`src/gpio_config_monitor_pkg.sv`:
```
// constants for the pin function, output value, monitor and interrupt configuration block
// assumes a classic wishbone slave with 32-bit data, registers in the low byte of each word
package gpio_config_monitor_pkg;
	// register indices; byte address is four times the index
	localparam logic [7:0] IDX_INPUT_PIN2_FUNCTION = 8'h25;
	localparam logic [7:0] IDX_PIN_OUTPUT_VALUES = 8'h26;
	localparam logic [7:0] IDX_PIN_INPUT_MONITOR = 8'h27;
	localparam logic [7:0] IDX_INTERRUPT_CONFIGURATION = 8'h28;
	localparam logic [7:0] IDX_PIN_MODE = 8'h30;
	localparam logic [7:0] IDX_EVENT_LATCH = 8'h31;
	localparam int ADR_LSB = 2;
	localparam int ADR_MSB = 9;

	// reset values
	localparam logic [7:0] RST_INPUT_PIN2_FUNCTION = 8'h00;
	localparam logic [7:0] RST_PIN_OUTPUT_VALUES = 8'h00;
	localparam logic [7:0] RST_PIN_INPUT_MONITOR = 8'h00;
	localparam logic [7:0] RST_INTERRUPT_CONFIGURATION = 8'h00;
	localparam logic [7:0] RST_PIN_MODE = 8'h00;

	// input pin 2 function select field
	localparam int SEL_MSB = 7;
	localparam int SEL_LSB = 4;
	localparam logic [3:0] FN_DISABLED = 4'h0;
	localparam logic [3:0] FN_POWERDOWN = 4'h7;
	localparam logic [3:0] FN_BIAS_CONTROL = 4'h8;
	localparam logic [3:0] FN_GENERAL_INPUT = 4'h9;
	localparam logic [3:0] FN_MASTER_CLOCK = 4'ha;
	localparam logic [3:0] FN_DAISY_CHAIN = 4'hb;

	// output value and monitor bit positions
	localparam int BIT_BIDIR1 = 7;
	localparam int BIT_BIDIR2 = 6;
	localparam int BIT_BIDIR3 = 5;
	localparam int BIT_INPUT1 = 4;
	localparam int BIT_INPUT2 = 3;
	localparam logic [7:0] MASK_OUTPUT_VALUES = 8'he0;
	localparam logic [7:0] MASK_MONITOR = 8'hf8;

	// interrupt configuration fields
	localparam int BIT_INT_POLARITY = 7;
	localparam int EVENT_STYLE_MSB = 6;
	localparam int EVENT_STYLE_LSB = 5;
	localparam int FAULT_PD_MSB = 4;
	localparam int FAULT_PD_LSB = 3;
	localparam int BIT_LATCH_READBACK = 2;
	localparam int BIT_FAULT_RECOVERY = 1;
	localparam int BIT_CLEAR_ON_READ = 0;

	// pin mode register: bits 7..5 output enable, 4..2 input enable, 1 input pin 1 enable
	localparam int MODE_GPO1 = 7;
	localparam int MODE_GPO2 = 6;
	localparam int MODE_GPO3 = 5;
	localparam int MODE_GPI1 = 4;
	localparam int MODE_GPI2 = 3;
	localparam int MODE_GPI3 = 2;
	localparam int MODE_IN1 = 1;
	localparam logic [7:0] MASK_PIN_MODE = 8'hfe;

	// event latch register
	localparam int BIT_LATCH = 0;
	localparam int BIT_LIVE = 1;
endpackage

```
`src/gpio_config_monitor.sv`:
```
// pin function select, output values, pin monitor and interrupt configuration registers
// assumes one 250 MHz clock, synchronous active-low reset, classic wishbone master,
// pins asynchronous to clk_i, event status input from logic on clk_i
//
// Local design decision: the Wishbone interface to the registers.
`timescale 1ns/100ps

// Function
// RQ1: four-bit select in bits 7..4 picks input pin 2 function; zero disables it.
// RQ2: software must not program reserved codes 1 to 6, 12 or 13.
// RQ3: code seven makes input pin 2 power down all converter channels.
// RQ4: code eight makes input pin 2 switch the microphone bias supply.
// RQ5: code nine makes input pin 2 a general input readable by software.
// RQ6: code ten takes the master clock from input pin 2.
// RQ7: code eleven feeds daisy-chain serial data from input pin 2 to serial port.
// RQ8: bidir pin 1 as output drives output value bit 7.
// RQ9: bidir pin 2 as output drives output value bit 6.
// RQ10: bidir pin 3 as output drives output value bit 5.
// RQ11: bidir pin 1 as input shows its level in monitor bit 7.
// RQ12: bidir pin 2 as input shows its level in monitor bit 6.
// RQ13: bidir pin 3 as input shows its level in monitor bit 5.
// RQ14: input pin 1 as general input shows its level in monitor bit 4.
// RQ15: input pin 2 as general input shows its level in monitor bit 3.
// RQ16: monitor register is read-only, zero after reset, bits 2..0 zero.
// RQ17: interrupt configuration register resets to zero with documented field layout.
// RQ18: interrupt output active low at polarity zero, active high at one.
// RQ19: clear-on-read zero clears latched bit on read only when live status zero.
// RQ20: reserved bits read zero and ignore writes.
module gpio_config_monitor (
	input wire logic clk_i,
	input wire logic rst_n_i,
	input wire logic wb_cyc_i,
	input wire logic wb_stb_i,
	input wire logic wb_we_i,
	input wire logic [9:0] wb_adr_i,
	input wire logic [3:0] wb_sel_i,
	input wire logic [31:0] wb_dat_i,
	output logic [31:0] wb_dat_o,
	output logic wb_ack_o,
	input wire logic [2:0] bidir_pin_i,
	output logic [2:0] bidir_pin_o,
	output logic [2:0] bidir_pin_oe_o,
	input wire logic input_pin1_i,
	input wire logic input_pin2_i,
	input wire logic event_live_i,
	output logic adc_powerdown_o,
	output logic microphone_bias_supply_o,
	output logic master_clock_select_o,
	output logic master_clock_o,
	output logic daisy_chain_select_o,
	output logic daisy_chain_serial_input_o,
	output logic fault_recovery_manual_o,
	output logic [1:0] fault_powerdown_select_o,
	output logic latch_readback_select_o,
	output logic [1:0] event_style_o,
	output logic interrupt_o
);

	typedef struct packed {
		logic [7:0] fn_sel;
		logic [7:0] out_val;
		logic [7:0] monitor;
		logic [7:0] int_cfg;
		logic [7:0] pin_mode;
		logic [4:0] sync1;
		logic [4:0] sync2;
		logic latch;
		logic live_d;
		logic ack;
		logic [31:0] rdata;
		logic pd;
		logic bias;
		logic mclk_sel;
		logic chain_sel;
		logic [2:0] pin_out;
		logic [2:0] pin_oe;
		logic irq;
	} state_s;

	state_s st_r;
	state_s st_nxt;

	// index decode, used for both write and read paths
	function automatic logic hit(input logic [9:0] adr, input logic [7:0] idx);
		hit = (adr[gpio_config_monitor_pkg::ADR_MSB:gpio_config_monitor_pkg::ADR_LSB] == idx);
	endfunction

	logic req;
	logic wr;
	logic rd;
	logic lane0;
	logic [7:0] wbyte;
	logic [4:0] lvl;
	logic [3:0] code;
	logic latch_clear;
	logic latch_set;

	// request qualifiers; ack drops the cycle after it is given
	assign req = wb_cyc_i & wb_stb_i & ~st_r.ack;
	assign wr = req & wb_we_i;
	assign rd = req & ~wb_we_i;
	assign lane0 = wb_sel_i[0];
	assign wbyte = wb_dat_i[7:0];
	assign lvl = st_r.sync2;
	assign code = st_r.fn_sel[gpio_config_monitor_pkg::SEL_MSB:gpio_config_monitor_pkg::SEL_LSB];

	// latch handling: clear on a read of the latch register
	always_comb begin
		latch_set = 1'b0;
		latch_clear = 1'b0;
		if (st_r.int_cfg[gpio_config_monitor_pkg::BIT_CLEAR_ON_READ]) begin
			latch_set = event_live_i & ~st_r.live_d; // only a fresh rising edge re-arms [RQ19]
		end else begin
			latch_set = event_live_i;
		end
		if (rd && hit(wb_adr_i, gpio_config_monitor_pkg::IDX_EVENT_LATCH)) begin
			if (st_r.int_cfg[gpio_config_monitor_pkg::BIT_CLEAR_ON_READ]) begin
				latch_clear = 1'b1;
			end else begin
				latch_clear = ~event_live_i; // a live event keeps its latch [RQ19]
			end
		end
	end

	// next-state logic for all registers
	always_comb begin
		st_nxt = st_r;
		st_nxt.ack = req;
		// pin synchronisers: first stage feeds only the second
		st_nxt.sync1 = {bidir_pin_i, input_pin1_i, input_pin2_i};
		st_nxt.sync2 = st_r.sync1;
		st_nxt.live_d = event_live_i;

		// register writes on the low byte lane; reserved bits masked off [RQ20]
		if (wr && lane0) begin
			if (hit(wb_adr_i, gpio_config_monitor_pkg::IDX_INPUT_PIN2_FUNCTION)) begin
				st_nxt.fn_sel = {wbyte[gpio_config_monitor_pkg::SEL_MSB:gpio_config_monitor_pkg::SEL_LSB],
					4'h0}; // [RQ1] [RQ20]
			end else if (hit(wb_adr_i, gpio_config_monitor_pkg::IDX_PIN_OUTPUT_VALUES)) begin
				st_nxt.out_val = wbyte & gpio_config_monitor_pkg::MASK_OUTPUT_VALUES; // [RQ20]
			end else if (hit(wb_adr_i, gpio_config_monitor_pkg::IDX_INTERRUPT_CONFIGURATION)) begin
				st_nxt.int_cfg = wbyte; // [RQ17]
			end else if (hit(wb_adr_i, gpio_config_monitor_pkg::IDX_PIN_MODE)) begin
				st_nxt.pin_mode = wbyte & gpio_config_monitor_pkg::MASK_PIN_MODE;
			end
		end

		// monitor bits follow the pin only in input mode, otherwise zero [RQ16]
		st_nxt.monitor = 8'h00;
		st_nxt.monitor[gpio_config_monitor_pkg::BIT_BIDIR1] =
			st_r.pin_mode[gpio_config_monitor_pkg::MODE_GPI1] & lvl[4]; // [RQ11]
		st_nxt.monitor[gpio_config_monitor_pkg::BIT_BIDIR2] =
			st_r.pin_mode[gpio_config_monitor_pkg::MODE_GPI2] & lvl[3]; // [RQ12]
		st_nxt.monitor[gpio_config_monitor_pkg::BIT_BIDIR3] =
			st_r.pin_mode[gpio_config_monitor_pkg::MODE_GPI3] & lvl[2]; // [RQ13]
		st_nxt.monitor[gpio_config_monitor_pkg::BIT_INPUT1] =
			st_r.pin_mode[gpio_config_monitor_pkg::MODE_IN1] & lvl[1]; // [RQ14]
		st_nxt.monitor[gpio_config_monitor_pkg::BIT_INPUT2] =
			(code == gpio_config_monitor_pkg::FN_GENERAL_INPUT) & lvl[0]; // [RQ5] [RQ15]

		// input pin 2 functions; reserved and disabled codes leave every path idle
		st_nxt.pd = (code == gpio_config_monitor_pkg::FN_POWERDOWN) & lvl[0]; // [RQ3]
		st_nxt.bias = (code == gpio_config_monitor_pkg::FN_BIAS_CONTROL) & lvl[0]; // [RQ4]
		st_nxt.mclk_sel = (code == gpio_config_monitor_pkg::FN_MASTER_CLOCK); // [RQ6]
		st_nxt.chain_sel = (code == gpio_config_monitor_pkg::FN_DAISY_CHAIN); // [RQ7]
		if (code == gpio_config_monitor_pkg::FN_DISABLED) begin
			st_nxt.pd = 1'b0; // [RQ1]
		end

		// bidir output drivers
		st_nxt.pin_out = {st_r.out_val[gpio_config_monitor_pkg::BIT_BIDIR1], // [RQ8]
			st_r.out_val[gpio_config_monitor_pkg::BIT_BIDIR2], // [RQ9]
			st_r.out_val[gpio_config_monitor_pkg::BIT_BIDIR3]}; // [RQ10]
		st_nxt.pin_oe = {st_r.pin_mode[gpio_config_monitor_pkg::MODE_GPO1],
			st_r.pin_mode[gpio_config_monitor_pkg::MODE_GPO2],
			st_r.pin_mode[gpio_config_monitor_pkg::MODE_GPO3]};

		// latched event: set wins over the read clear
		if (latch_set) begin
			st_nxt.latch = 1'b1;
		end else if (latch_clear) begin
			st_nxt.latch = 1'b0; // [RQ19]
		end
		// polarity applied on the registered latch bit [RQ18]
		st_nxt.irq = st_r.int_cfg[gpio_config_monitor_pkg::BIT_INT_POLARITY] ? st_r.latch : ~st_r.latch;

		// read data, unmapped indices read zero
		st_nxt.rdata = 32'h0000_0000;
		if (rd) begin
			if (hit(wb_adr_i, gpio_config_monitor_pkg::IDX_INPUT_PIN2_FUNCTION)) begin
				st_nxt.rdata[7:0] = st_r.fn_sel;
			end else if (hit(wb_adr_i, gpio_config_monitor_pkg::IDX_PIN_OUTPUT_VALUES)) begin
				st_nxt.rdata[7:0] = st_r.out_val;
			end else if (hit(wb_adr_i, gpio_config_monitor_pkg::IDX_PIN_INPUT_MONITOR)) begin
				st_nxt.rdata[7:0] = st_r.monitor & gpio_config_monitor_pkg::MASK_MONITOR; // [RQ16]
			end else if (hit(wb_adr_i, gpio_config_monitor_pkg::IDX_INTERRUPT_CONFIGURATION)) begin
				st_nxt.rdata[7:0] = st_r.int_cfg; // [RQ17]
			end else if (hit(wb_adr_i, gpio_config_monitor_pkg::IDX_PIN_MODE)) begin
				st_nxt.rdata[7:0] = st_r.pin_mode;
			end else if (hit(wb_adr_i, gpio_config_monitor_pkg::IDX_EVENT_LATCH)) begin
				st_nxt.rdata[gpio_config_monitor_pkg::BIT_LATCH] = st_r.latch;
				st_nxt.rdata[gpio_config_monitor_pkg::BIT_LIVE] = event_live_i;
			end
		end
	end

	// single state register; irq resets to the inactive low-active level
	always_ff @(posedge clk_i) begin
		if (!rst_n_i) begin
			st_r <= '0;
			st_r.fn_sel <= gpio_config_monitor_pkg::RST_INPUT_PIN2_FUNCTION;
			st_r.out_val <= gpio_config_monitor_pkg::RST_PIN_OUTPUT_VALUES;
			st_r.monitor <= gpio_config_monitor_pkg::RST_PIN_INPUT_MONITOR;
			st_r.int_cfg <= gpio_config_monitor_pkg::RST_INTERRUPT_CONFIGURATION;
			st_r.pin_mode <= gpio_config_monitor_pkg::RST_PIN_MODE;
			st_r.irq <= 1'b1;
		end else begin
			st_r <= st_nxt;
		end
	end

	// outputs; clock and serial data are gated, not resampled, to keep their edges
	assign wb_ack_o = st_r.ack;
	assign wb_dat_o = st_r.rdata;
	assign bidir_pin_o = st_r.pin_out;
	assign bidir_pin_oe_o = st_r.pin_oe;
	assign adc_powerdown_o = st_r.pd;
	assign microphone_bias_supply_o = st_r.bias;
	assign master_clock_select_o = st_r.mclk_sel;
	assign master_clock_o = st_r.mclk_sel & input_pin2_i; // [RQ6]
	assign daisy_chain_select_o = st_r.chain_sel;
	assign daisy_chain_serial_input_o = st_r.chain_sel & input_pin2_i; // [RQ7]
	assign fault_recovery_manual_o = st_r.int_cfg[gpio_config_monitor_pkg::BIT_FAULT_RECOVERY];
	assign fault_powerdown_select_o =
		st_r.int_cfg[gpio_config_monitor_pkg::FAULT_PD_MSB:gpio_config_monitor_pkg::FAULT_PD_LSB];
	assign latch_readback_select_o = st_r.int_cfg[gpio_config_monitor_pkg::BIT_LATCH_READBACK];
	assign event_style_o =
		st_r.int_cfg[gpio_config_monitor_pkg::EVENT_STYLE_MSB:gpio_config_monitor_pkg::EVENT_STYLE_LSB];
	assign interrupt_o = st_r.irq;

endmodule // gpio_config_monitor

```
`config.mk`:
```
export PLATFORM = sky130hd
export DESIGN_NAME = gpio_config_monitor
export DESIGN_NICKNAME = d
export VERILOG_FILES = /design/src/gpio_config_monitor_pkg.sv /design/src/gpio_config_monitor.sv
export SDC_FILE = /design/constraint.sdc
export NUM_CORES = 1
export LEC_CHECK = 0
export BUFFER_PORTS_ARGS = -buffer_cell sky130_fd_sc_hd__buf_2
export CAP_MARGIN = 20
export CORE_ASPECT_RATIO = 0.75
export CORE_MARGIN = 2
export CORE_UTILIZATION = 51
export CTS_CLUSTER_SIZE = 8
export DETAILED_ROUTE_END_ITERATION = 6
export PLACE_DENSITY = 0.85
export SLEW_MARGIN = 20
export SYNTH_ARGS = -nofsm -noshare
export SYNTH_HDL_FRONTEND = slang
export SYNTH_SLANG_ARGS = --single-unit
```
`constraint.sdc`:
```
create_clock -name clk_i -period 3.3 [get_ports clk_i]
set_clock_uncertainty 0.05 [all_clocks]
set_input_delay 0.33 -clock clk_i [delete_from_list [all_inputs] [get_ports clk_i]]
set_output_delay 0.33 -clock clk_i [all_outputs]
set_load 0.05 [all_outputs]
```
==> out/qor.txt, run 1 <==
Final min period: 2050 ps
Setup TNS: 0 ps
Clock share of power: 45.8%
Failing checks: DRC
Hold endpoint: st_nxt[48]
Worst-Skew Late Latency: 330 ps
Pwr/cell area: 557 nW/um2
Worst path required time: 3450 ps
CP bufs+invs: 1
Worst Reg-to-Reg Cells: 4
Pin count of the biggest net entering global routing: 29
DP Worst Slack: 919 ps
Routed WL: 4.94 mm
CTS Buf Count: 9
Core area: 4870 um2
Fmax achieved: 488 MHz
Synth unique cells: 43
Final hold vios: 0
Commonest cells after routing, fill and taps aside: dfxtp_1, buf_2, nand2_1
Mapped Avg Cell Area: 9.32 um2
Setup ws final: 1250 ps
Vias: 1879
Comb power frac: 8.4%
Cts hold-fix bufs: 0
Critical R2R Capture: fault_recovery_manual_o
Core Rows: 22
IO Count: 109
Worst Hold Class: input port to flip-flop
Area grow syn2layout: 11.1%
PortBufs: 55
Initial Utilization: 52.4%
Clock Sinks: 59
Total global routing overflow: 0
Ys async rst share: 0%
GRT Resource Usage Total: 18.1%
Max FO, Critical Path: 16
1st-pass router iterations: 7
Clock transition at the registers of the reported paths: 70 ps
Final setup viols: 0
DPL Wire Length: 3.67 mm
Flop pwr share: 45.8%
DR WL/cell: 13.2 um
Post-route DRC: 6
Root buf cell: clkbuf_8
Sw power: 387 uW
Total power: 1.58 mW
Number of global-route vias before repair: 1621
Cell Int Power: 1.19 mW
Post-CTS sizing: 0
Post-CTS Setup Bufs: 0
Sw frac: 24.5%
Slowest cell on crit path: or4_1
R2R setup slack: 1470 ps
Post-synthesis register bit count: 59
RSZ-0062 raised after global routing: no
Post-synthesis sequential area ratio: 46.2%
Die width: 85.7 um
Final Max Slew Viols: 0
Hold path depth: 2
Crit path kind: input port to flip-flop
Layout Nets: 366
P_leak: 1.23 nW
Vias per inst: 5.02
Largest stage delay, worst path: 900 ps
# diodes: 0
CP Data Arrival Time: 2210 ps
Layout cell share with drive strength beyond 1: 26.4%
Max_cap viols: 0
Fin util: 58.2%
Detail Route Antenna Nets: 0
Crit-path cells: buf_2, or4b_1, or4_1, nand3_1, o21ai_2
Top cell family by delay on the critical path: simple AND/OR/NAND/NOR gates
Post-Synthesis Cell Area: 2550 um2
Die footprint: 5600 um2
Final cycle utilization of the critical path: 62.2%
Max Buffers Root-to-Sink: 2
Max H-tree Level: 3
First DRT Iteration DRCs: 142
Hold wc startpoint: bidir_pin_i[0]
Status: finished, violations left
Worst reg2reg path startpoint: wb_ack_o
Yosys warnings: 0
Initial antenna violation count: 0
Ys flop type: dfxtp_1
Worst hold slack: 150 ps
Die H: 65.3 um
Post-synth EDFFs: 0
Mapped Cells: 274
VDD IR-drop max: 0.329 mV
Most common cell after layout, fill and taps aside: dfxtp_1
First-pass GRT wire length: 7.66 mm
Relative slew margins: 49.4%
CP endpoint kind: flip-flop
CTS tree: built
Slew @ Worst Pin: 753 ps
Final RePlAce weighted congestion: 0.868
Crit start category: input port
-- metal layers --
metal	global-route usage, %	vias up	wire length (um)
met3	7.66	3	493
li1	-	950	-
met1	24.6	842	2250
met5	0	-	0
met2	25.8	84	2170
met4	6.35	0	24
-- worst max path at each step --
stage,end,start,cells after the start,slack (ps)
2_1_floorplan,event_style_o[0],wb_adr_i[9],6,1350
3_3_place_gp,st_r[64],wb_adr_i[9],5,920
3_5_place_dp,fault_recovery_manual_o,wb_adr_i[9],5,920
4_1_cts,fault_recovery_manual_o,wb_adr_i[9],5,1260
5_1_grt,fault_recovery_manual_o,wb_adr_i[9],5,1200
6_report,fault_recovery_manual_o,wb_adr_i[9],5,1250
-- synthesized netlist by cell type, types with 3 or more instances --
library cell	n	area [um2]
a211oi_1	3	22.5
a21oi_1	4	20.0
a22oi_1	5	37.5
and2_1	18	113
and3_1	4	25.0
buf_1	3	11.3
buf_4	42	315
clkbuf_1	8	30.0
dfxtp_1	59	1180
inv_1	3	11.3
mux2i_1	10	100
nand2_1	30	113
nand2b_1	3	18.8
nand3_1	14	70.1
nand3b_1	3	22.5
nand4_1	3	18.8
nor2_1	9	33.8
nor2b_1	3	18.8
nor3_1	4	20.0
o21ai_0	10	50.1
o21ai_2	8	70.1
o22a_1	3	26.3
-- cell type report --
cell class                      count  area, um2
Clock buffer                       10        138
Tap cell                           60       75.1
Clock inverter                      6       88.8
Inverter                            3       11.3
Timing Repair Buffer               56        283
Sequential cell                    59       1180
Fill cell                         440       2030
Multi-Input combinational cell    180       1060
-- power by group through the flow --
stage	Clock [mW]	Combinational, mW	Sequential (mW)
4_1_cts	0.737	0.131	0.724
3_3_place_gp	0	0.129	0.740
6_report	0.724	0.132	0.724
3_5_place_dp	0	0.131	0.740
5_1_grt	0.771	0.142	0.724
2_1_floorplan	0	0.119	0.744
-- cell families after synthesis --
logic type	after synthesis	share of synthesized area, %
AND/OR/NAND/NOR	103	21.8
flip-flops	59	46.2
buffers and inverters	58	15.6
AO/OA/AOI/OAI	41	11.5
multiplexers	11	4.36
XOR/XNOR	1	0.343
other	1	0.147
-- flip-flops by register name (all words and copies together), names as in the netlist --
signal / cells
bidir_pin_o: 3
code: 4
adc_powerdown_o: 1
wb_ack_o: 1
daisy_chain_select_o: 1
latch_readback_select_o: 1
fault_powerdown_select_o: 2
bidir_pin_oe_o: 3
st_nxt: 11
lvl: 5
fault_recovery_manual_o: 1
interrupt_o: 1
event_style_o: 2
wb_dat_o: 8
master_clock_select_o: 1
st_r: 13
microphone_bias_supply_o: 1
-- through the flow --
| step | cells | cell area [um2] |
|---|---|---|
| 2_1_floorplan | 297 | 2640 |
| 3_3_place_gp | 358 | 2610 |
| 3_5_place_dp | 358 | 2610 |
| 4_1_cts | 374 | 2840 |
| 5_1_grt | 374 | 2840 |
| 6_report | 374 | 2840 |
Power figures use the tool's default switching activity.
==> inputs of run 2 (changes only) <==
- ABC_AREA: default -> 1
- CORE_UTILIZATION: 51 -> 49
- PLACE_DENSITY: 0.85 -> 0.8
- clock period: 3.3 -> 1.95 ns (I/O delays scaled with it)
==> run 2 against run 1 <==
Compared with the run above:
- the run now ends clean
- sequential cell count unchanged
- via count up 25%
- first-iteration DRC count up 36%
- largest cell class unchanged
- largest power group unchanged
==> out/qor.txt, run 2 <==
Status: complete, no violations
Setup ws final: 433 ps (-816 ps)
Post-route DRC: 0 (-6)
DR WL/cell: 11.2 um (-15%)
Met2 Usage GRT: 27.7% (+1.9 points)
P_leak: 1.68 nW (+36%)
Mapped Cells: 388 (+42%)
Crit path kind: flip-flop to flip-flop
Core Rows: 23 (+4.5%)
Sw frac: 24.9% (+0.38 points)
Post-synth EDFFs: 0 (unchanged)
Max_cap viols: 0 (unchanged)
CP endpoint kind: flip-flop
Layout Nets: 489 (+34%)
First-pass GRT wire length: 9.45 mm (+23%)
Dpl cell area: 2880 um2 (+10%)
CP Data Arrival Time: 1690 ps (-520 ps)
Worst-Skew Late Latency: 330 ps (about the same)
Top cells by count, synth: nand2_1, dfxtp_1, inv_1, nor2_1, buf_4
# diodes: 0 (unchanged)
Area grow syn2layout: 11.5%
Max Buffers Root-to-Sink: 2 (unchanged)
Yosys warnings: 0 (unchanged)
Clock transition at the registers of the reported paths: 60 ps (about the same)
Hold wc startpoint: input_pin2_i
Largest register FFs: 13 (unchanged)
Die width: 91.1 um (+6.3%)
DP Worst Slack: 426 ps (-493 ps)
Share of the synthesized area in the top cell type: 42.4% (-3.9 points)
Number of global-route vias before repair: 2061 (+27%)
Mapped Avg Cell Area: 7.18 um2 (-23%)
Flop pwr share: 49.3% (+3.5 points)
First DRT Iteration DRCs: 193 (+36%)
IO Count: 109 (unchanged)
Final cycle utilization of the critical path: 77.8%
Die H: 69.3 um (+6.2%)
CP startpoint: wb_ack_o
Final min period: 1520 ps
Most common cell after layout, fill and taps aside: nand2_1
Max FO, Critical Path: 12 (-4)
Clock share of power: 41.2% (-4.6 points)
DPL Wire Length: 4.22 mm (+15%)
Post-CTS Setup Bufs: 0 (unchanged)
Sw power: 619 uW (+60%)
Initial Utilization: 51.5% (-0.91 points)
Pin count of the biggest net entering global routing: 26 (-10%)
RSZ-0062 raised after global routing: no
Cell taking the most area after synthesis: dfxtp_1
Vias per inst: 4.58 (-8.8%)
Post-synthesis register bit count: 59 (unchanged)
Post-synthesis sequential area ratio: 42.4% (-3.9 points)
Crit start category: flip-flop
CTS tree: built
Setup TNS: 0 ps (unchanged)
GR peak layer: met2
Fmax achieved: 659 MHz
Pwr/cell area: 800 nW/um2 (+44%)
GRT Resource Usage Total: 19.0% (+0.89 points)
Ys async rst share: 0% (unchanged)
Synth area leaders: dfxtp_1, nand2_1, buf_4, inv_1, nor2_1
Synth unique cells: 25 (-42%)
Grt met1 use: 25.7% (+1.2 points)
Worst path required time: 2120 ps (-1330 ps)
Final setup viols: 0 (unchanged)
Cell Int Power: 1.87 mW (+57%)
Root buf cell: clkbuf_8
CTS Buf Count: 9 (unchanged)
Initial antenna violation count: 0 (unchanged)
Layout cell share with drive strength beyond 1: 20.4% (-6.1 points)
Worst Hold Class: input port to flip-flop
Max H-tree Level: 3 (unchanged)
Comb power frac: 9.5% (+1.1 points)
Final Max Slew Viols: 0 (unchanged)
Core area: 5410 um2 (+11%)
Largest register by flop count: st_r
Worst reg2reg path startpoint: wb_ack_o
Clock Sinks: 59 (unchanged)
Commonest cells after routing, fill and taps aside: nand2_1, dfxtp_1, buf_2
Final Cell Area: 3110 um2 (+9.5%)
VDD IR-drop max: 0.392 mV (+19%)
Final hold vios: 0 (unchanged)
M3 GR Usage: 7.61% (-0.055 points)
PortBufs: 55 (unchanged)
Most common cell in the netlist: nand2_1
Slew @ Worst Pin: 551 ps (-202 ps)
Relative slew margins: 63.1% (+14 points)
Ys flop type: dfxtp_1
Detail Route Antenna Nets: 0 (unchanged)
Total global routing overflow: 0 (unchanged)
Final RePlAce weighted congestion: 0.884 (+1.9%)
Routed WL: 5.73 mm (+16%)
Post-Synthesis Cell Area: 2790 um2 (+9.1%)
Vias: 2347 (+25%)
Post-CTS sizing: 0 (unchanged)
Die footprint: 6310 um2 (+13%)
1st-pass router iterations: 5 (-2)
==> run 2: timing repair <==
action / 4_1_cts / 5_1_grt
endpoints found under the setup margin: 0 / 0
hold buffers: 4 / 0
hold endpoints to repair: 4 / 0
==> run 2: area by class of cell <==
type | count | area [um2]
clock buffer | 15 | 186
inverter | 54 | 203
fill | 534 | 2300
multi-input combinational | 246 | 1100
clock inverter | 1 | 5.00
tap | 75 | 93.8
timing repair buffer | 62 | 338
sequential | 59 | 1180
==> run 2: power groups by stage <==
| stage | registers (mW) | logic (mW) | clock network, mW |
|---|---|---|---|
| 2_1_floorplan | 1.26 | 0.205 | 0 |
| 3_3_place_gp | 1.25 | 0.225 | 0 |
| 3_5_place_dp | 1.25 | 0.229 | 0 |
| 4_1_cts | 1.23 | 0.236 | 1.05 |
| 5_1_grt | 1.23 | 0.253 | 1.12 |
| 6_report | 1.23 | 0.236 | 1.02 |
==> run 2: stage by stage <==
step / hold slack (ps) / power, mW / std cells / util [%]
floorplan: 238 / 1.46 / 411 / -
global placement: 326 / 1.48 / 492 / 53.2
detailed placement: 332 / 1.48 / 492 / 53.2
CTS: 12.2 / 2.51 / 512 / 57.4
global route: 31.3 / 2.60 / 512 / 57.4
finish: 25.3 / 2.49 / 512 / 57.4
==> run 2: worst max-delay path, stage by stage (launching register included) <==
cell	delay (ps)
dfxtp_1	310
nand3b_4	180
nor2_4	280
nand3_1	360
nand2_1	160
a21oi_1	70
==> run 2: path summary, 6_finish.rpt <==
path         cells past startpoint  slack, ps                      end
min                              3         30               st_nxt[46]
max reg2reg                      5        430  fault_recovery_manual_o
max                              5        430  fault_recovery_manual_o
min reg2reg                      2        360                   lvl[2]
==> run 2: cells by family after synthesis <==
kind of cell | after synthesis | synth area share [%]
other | 1 | 0.135
flip-flops | 59 | 42.4
buffers and inverters | 106 | 21.2
AND/OR/NAND/NOR | 208 | 33.8
AO/OA/AOI/OAI | 14 | 2.51
==> run 2: per-layer routing <==
layer | wire length (um) | share of wire (%)
met1 | 2670 | 47
met2 | 2440 | 43
met3 | 470 | 8.2
met4 | 141 | 2.5
met5 | 0 | 0
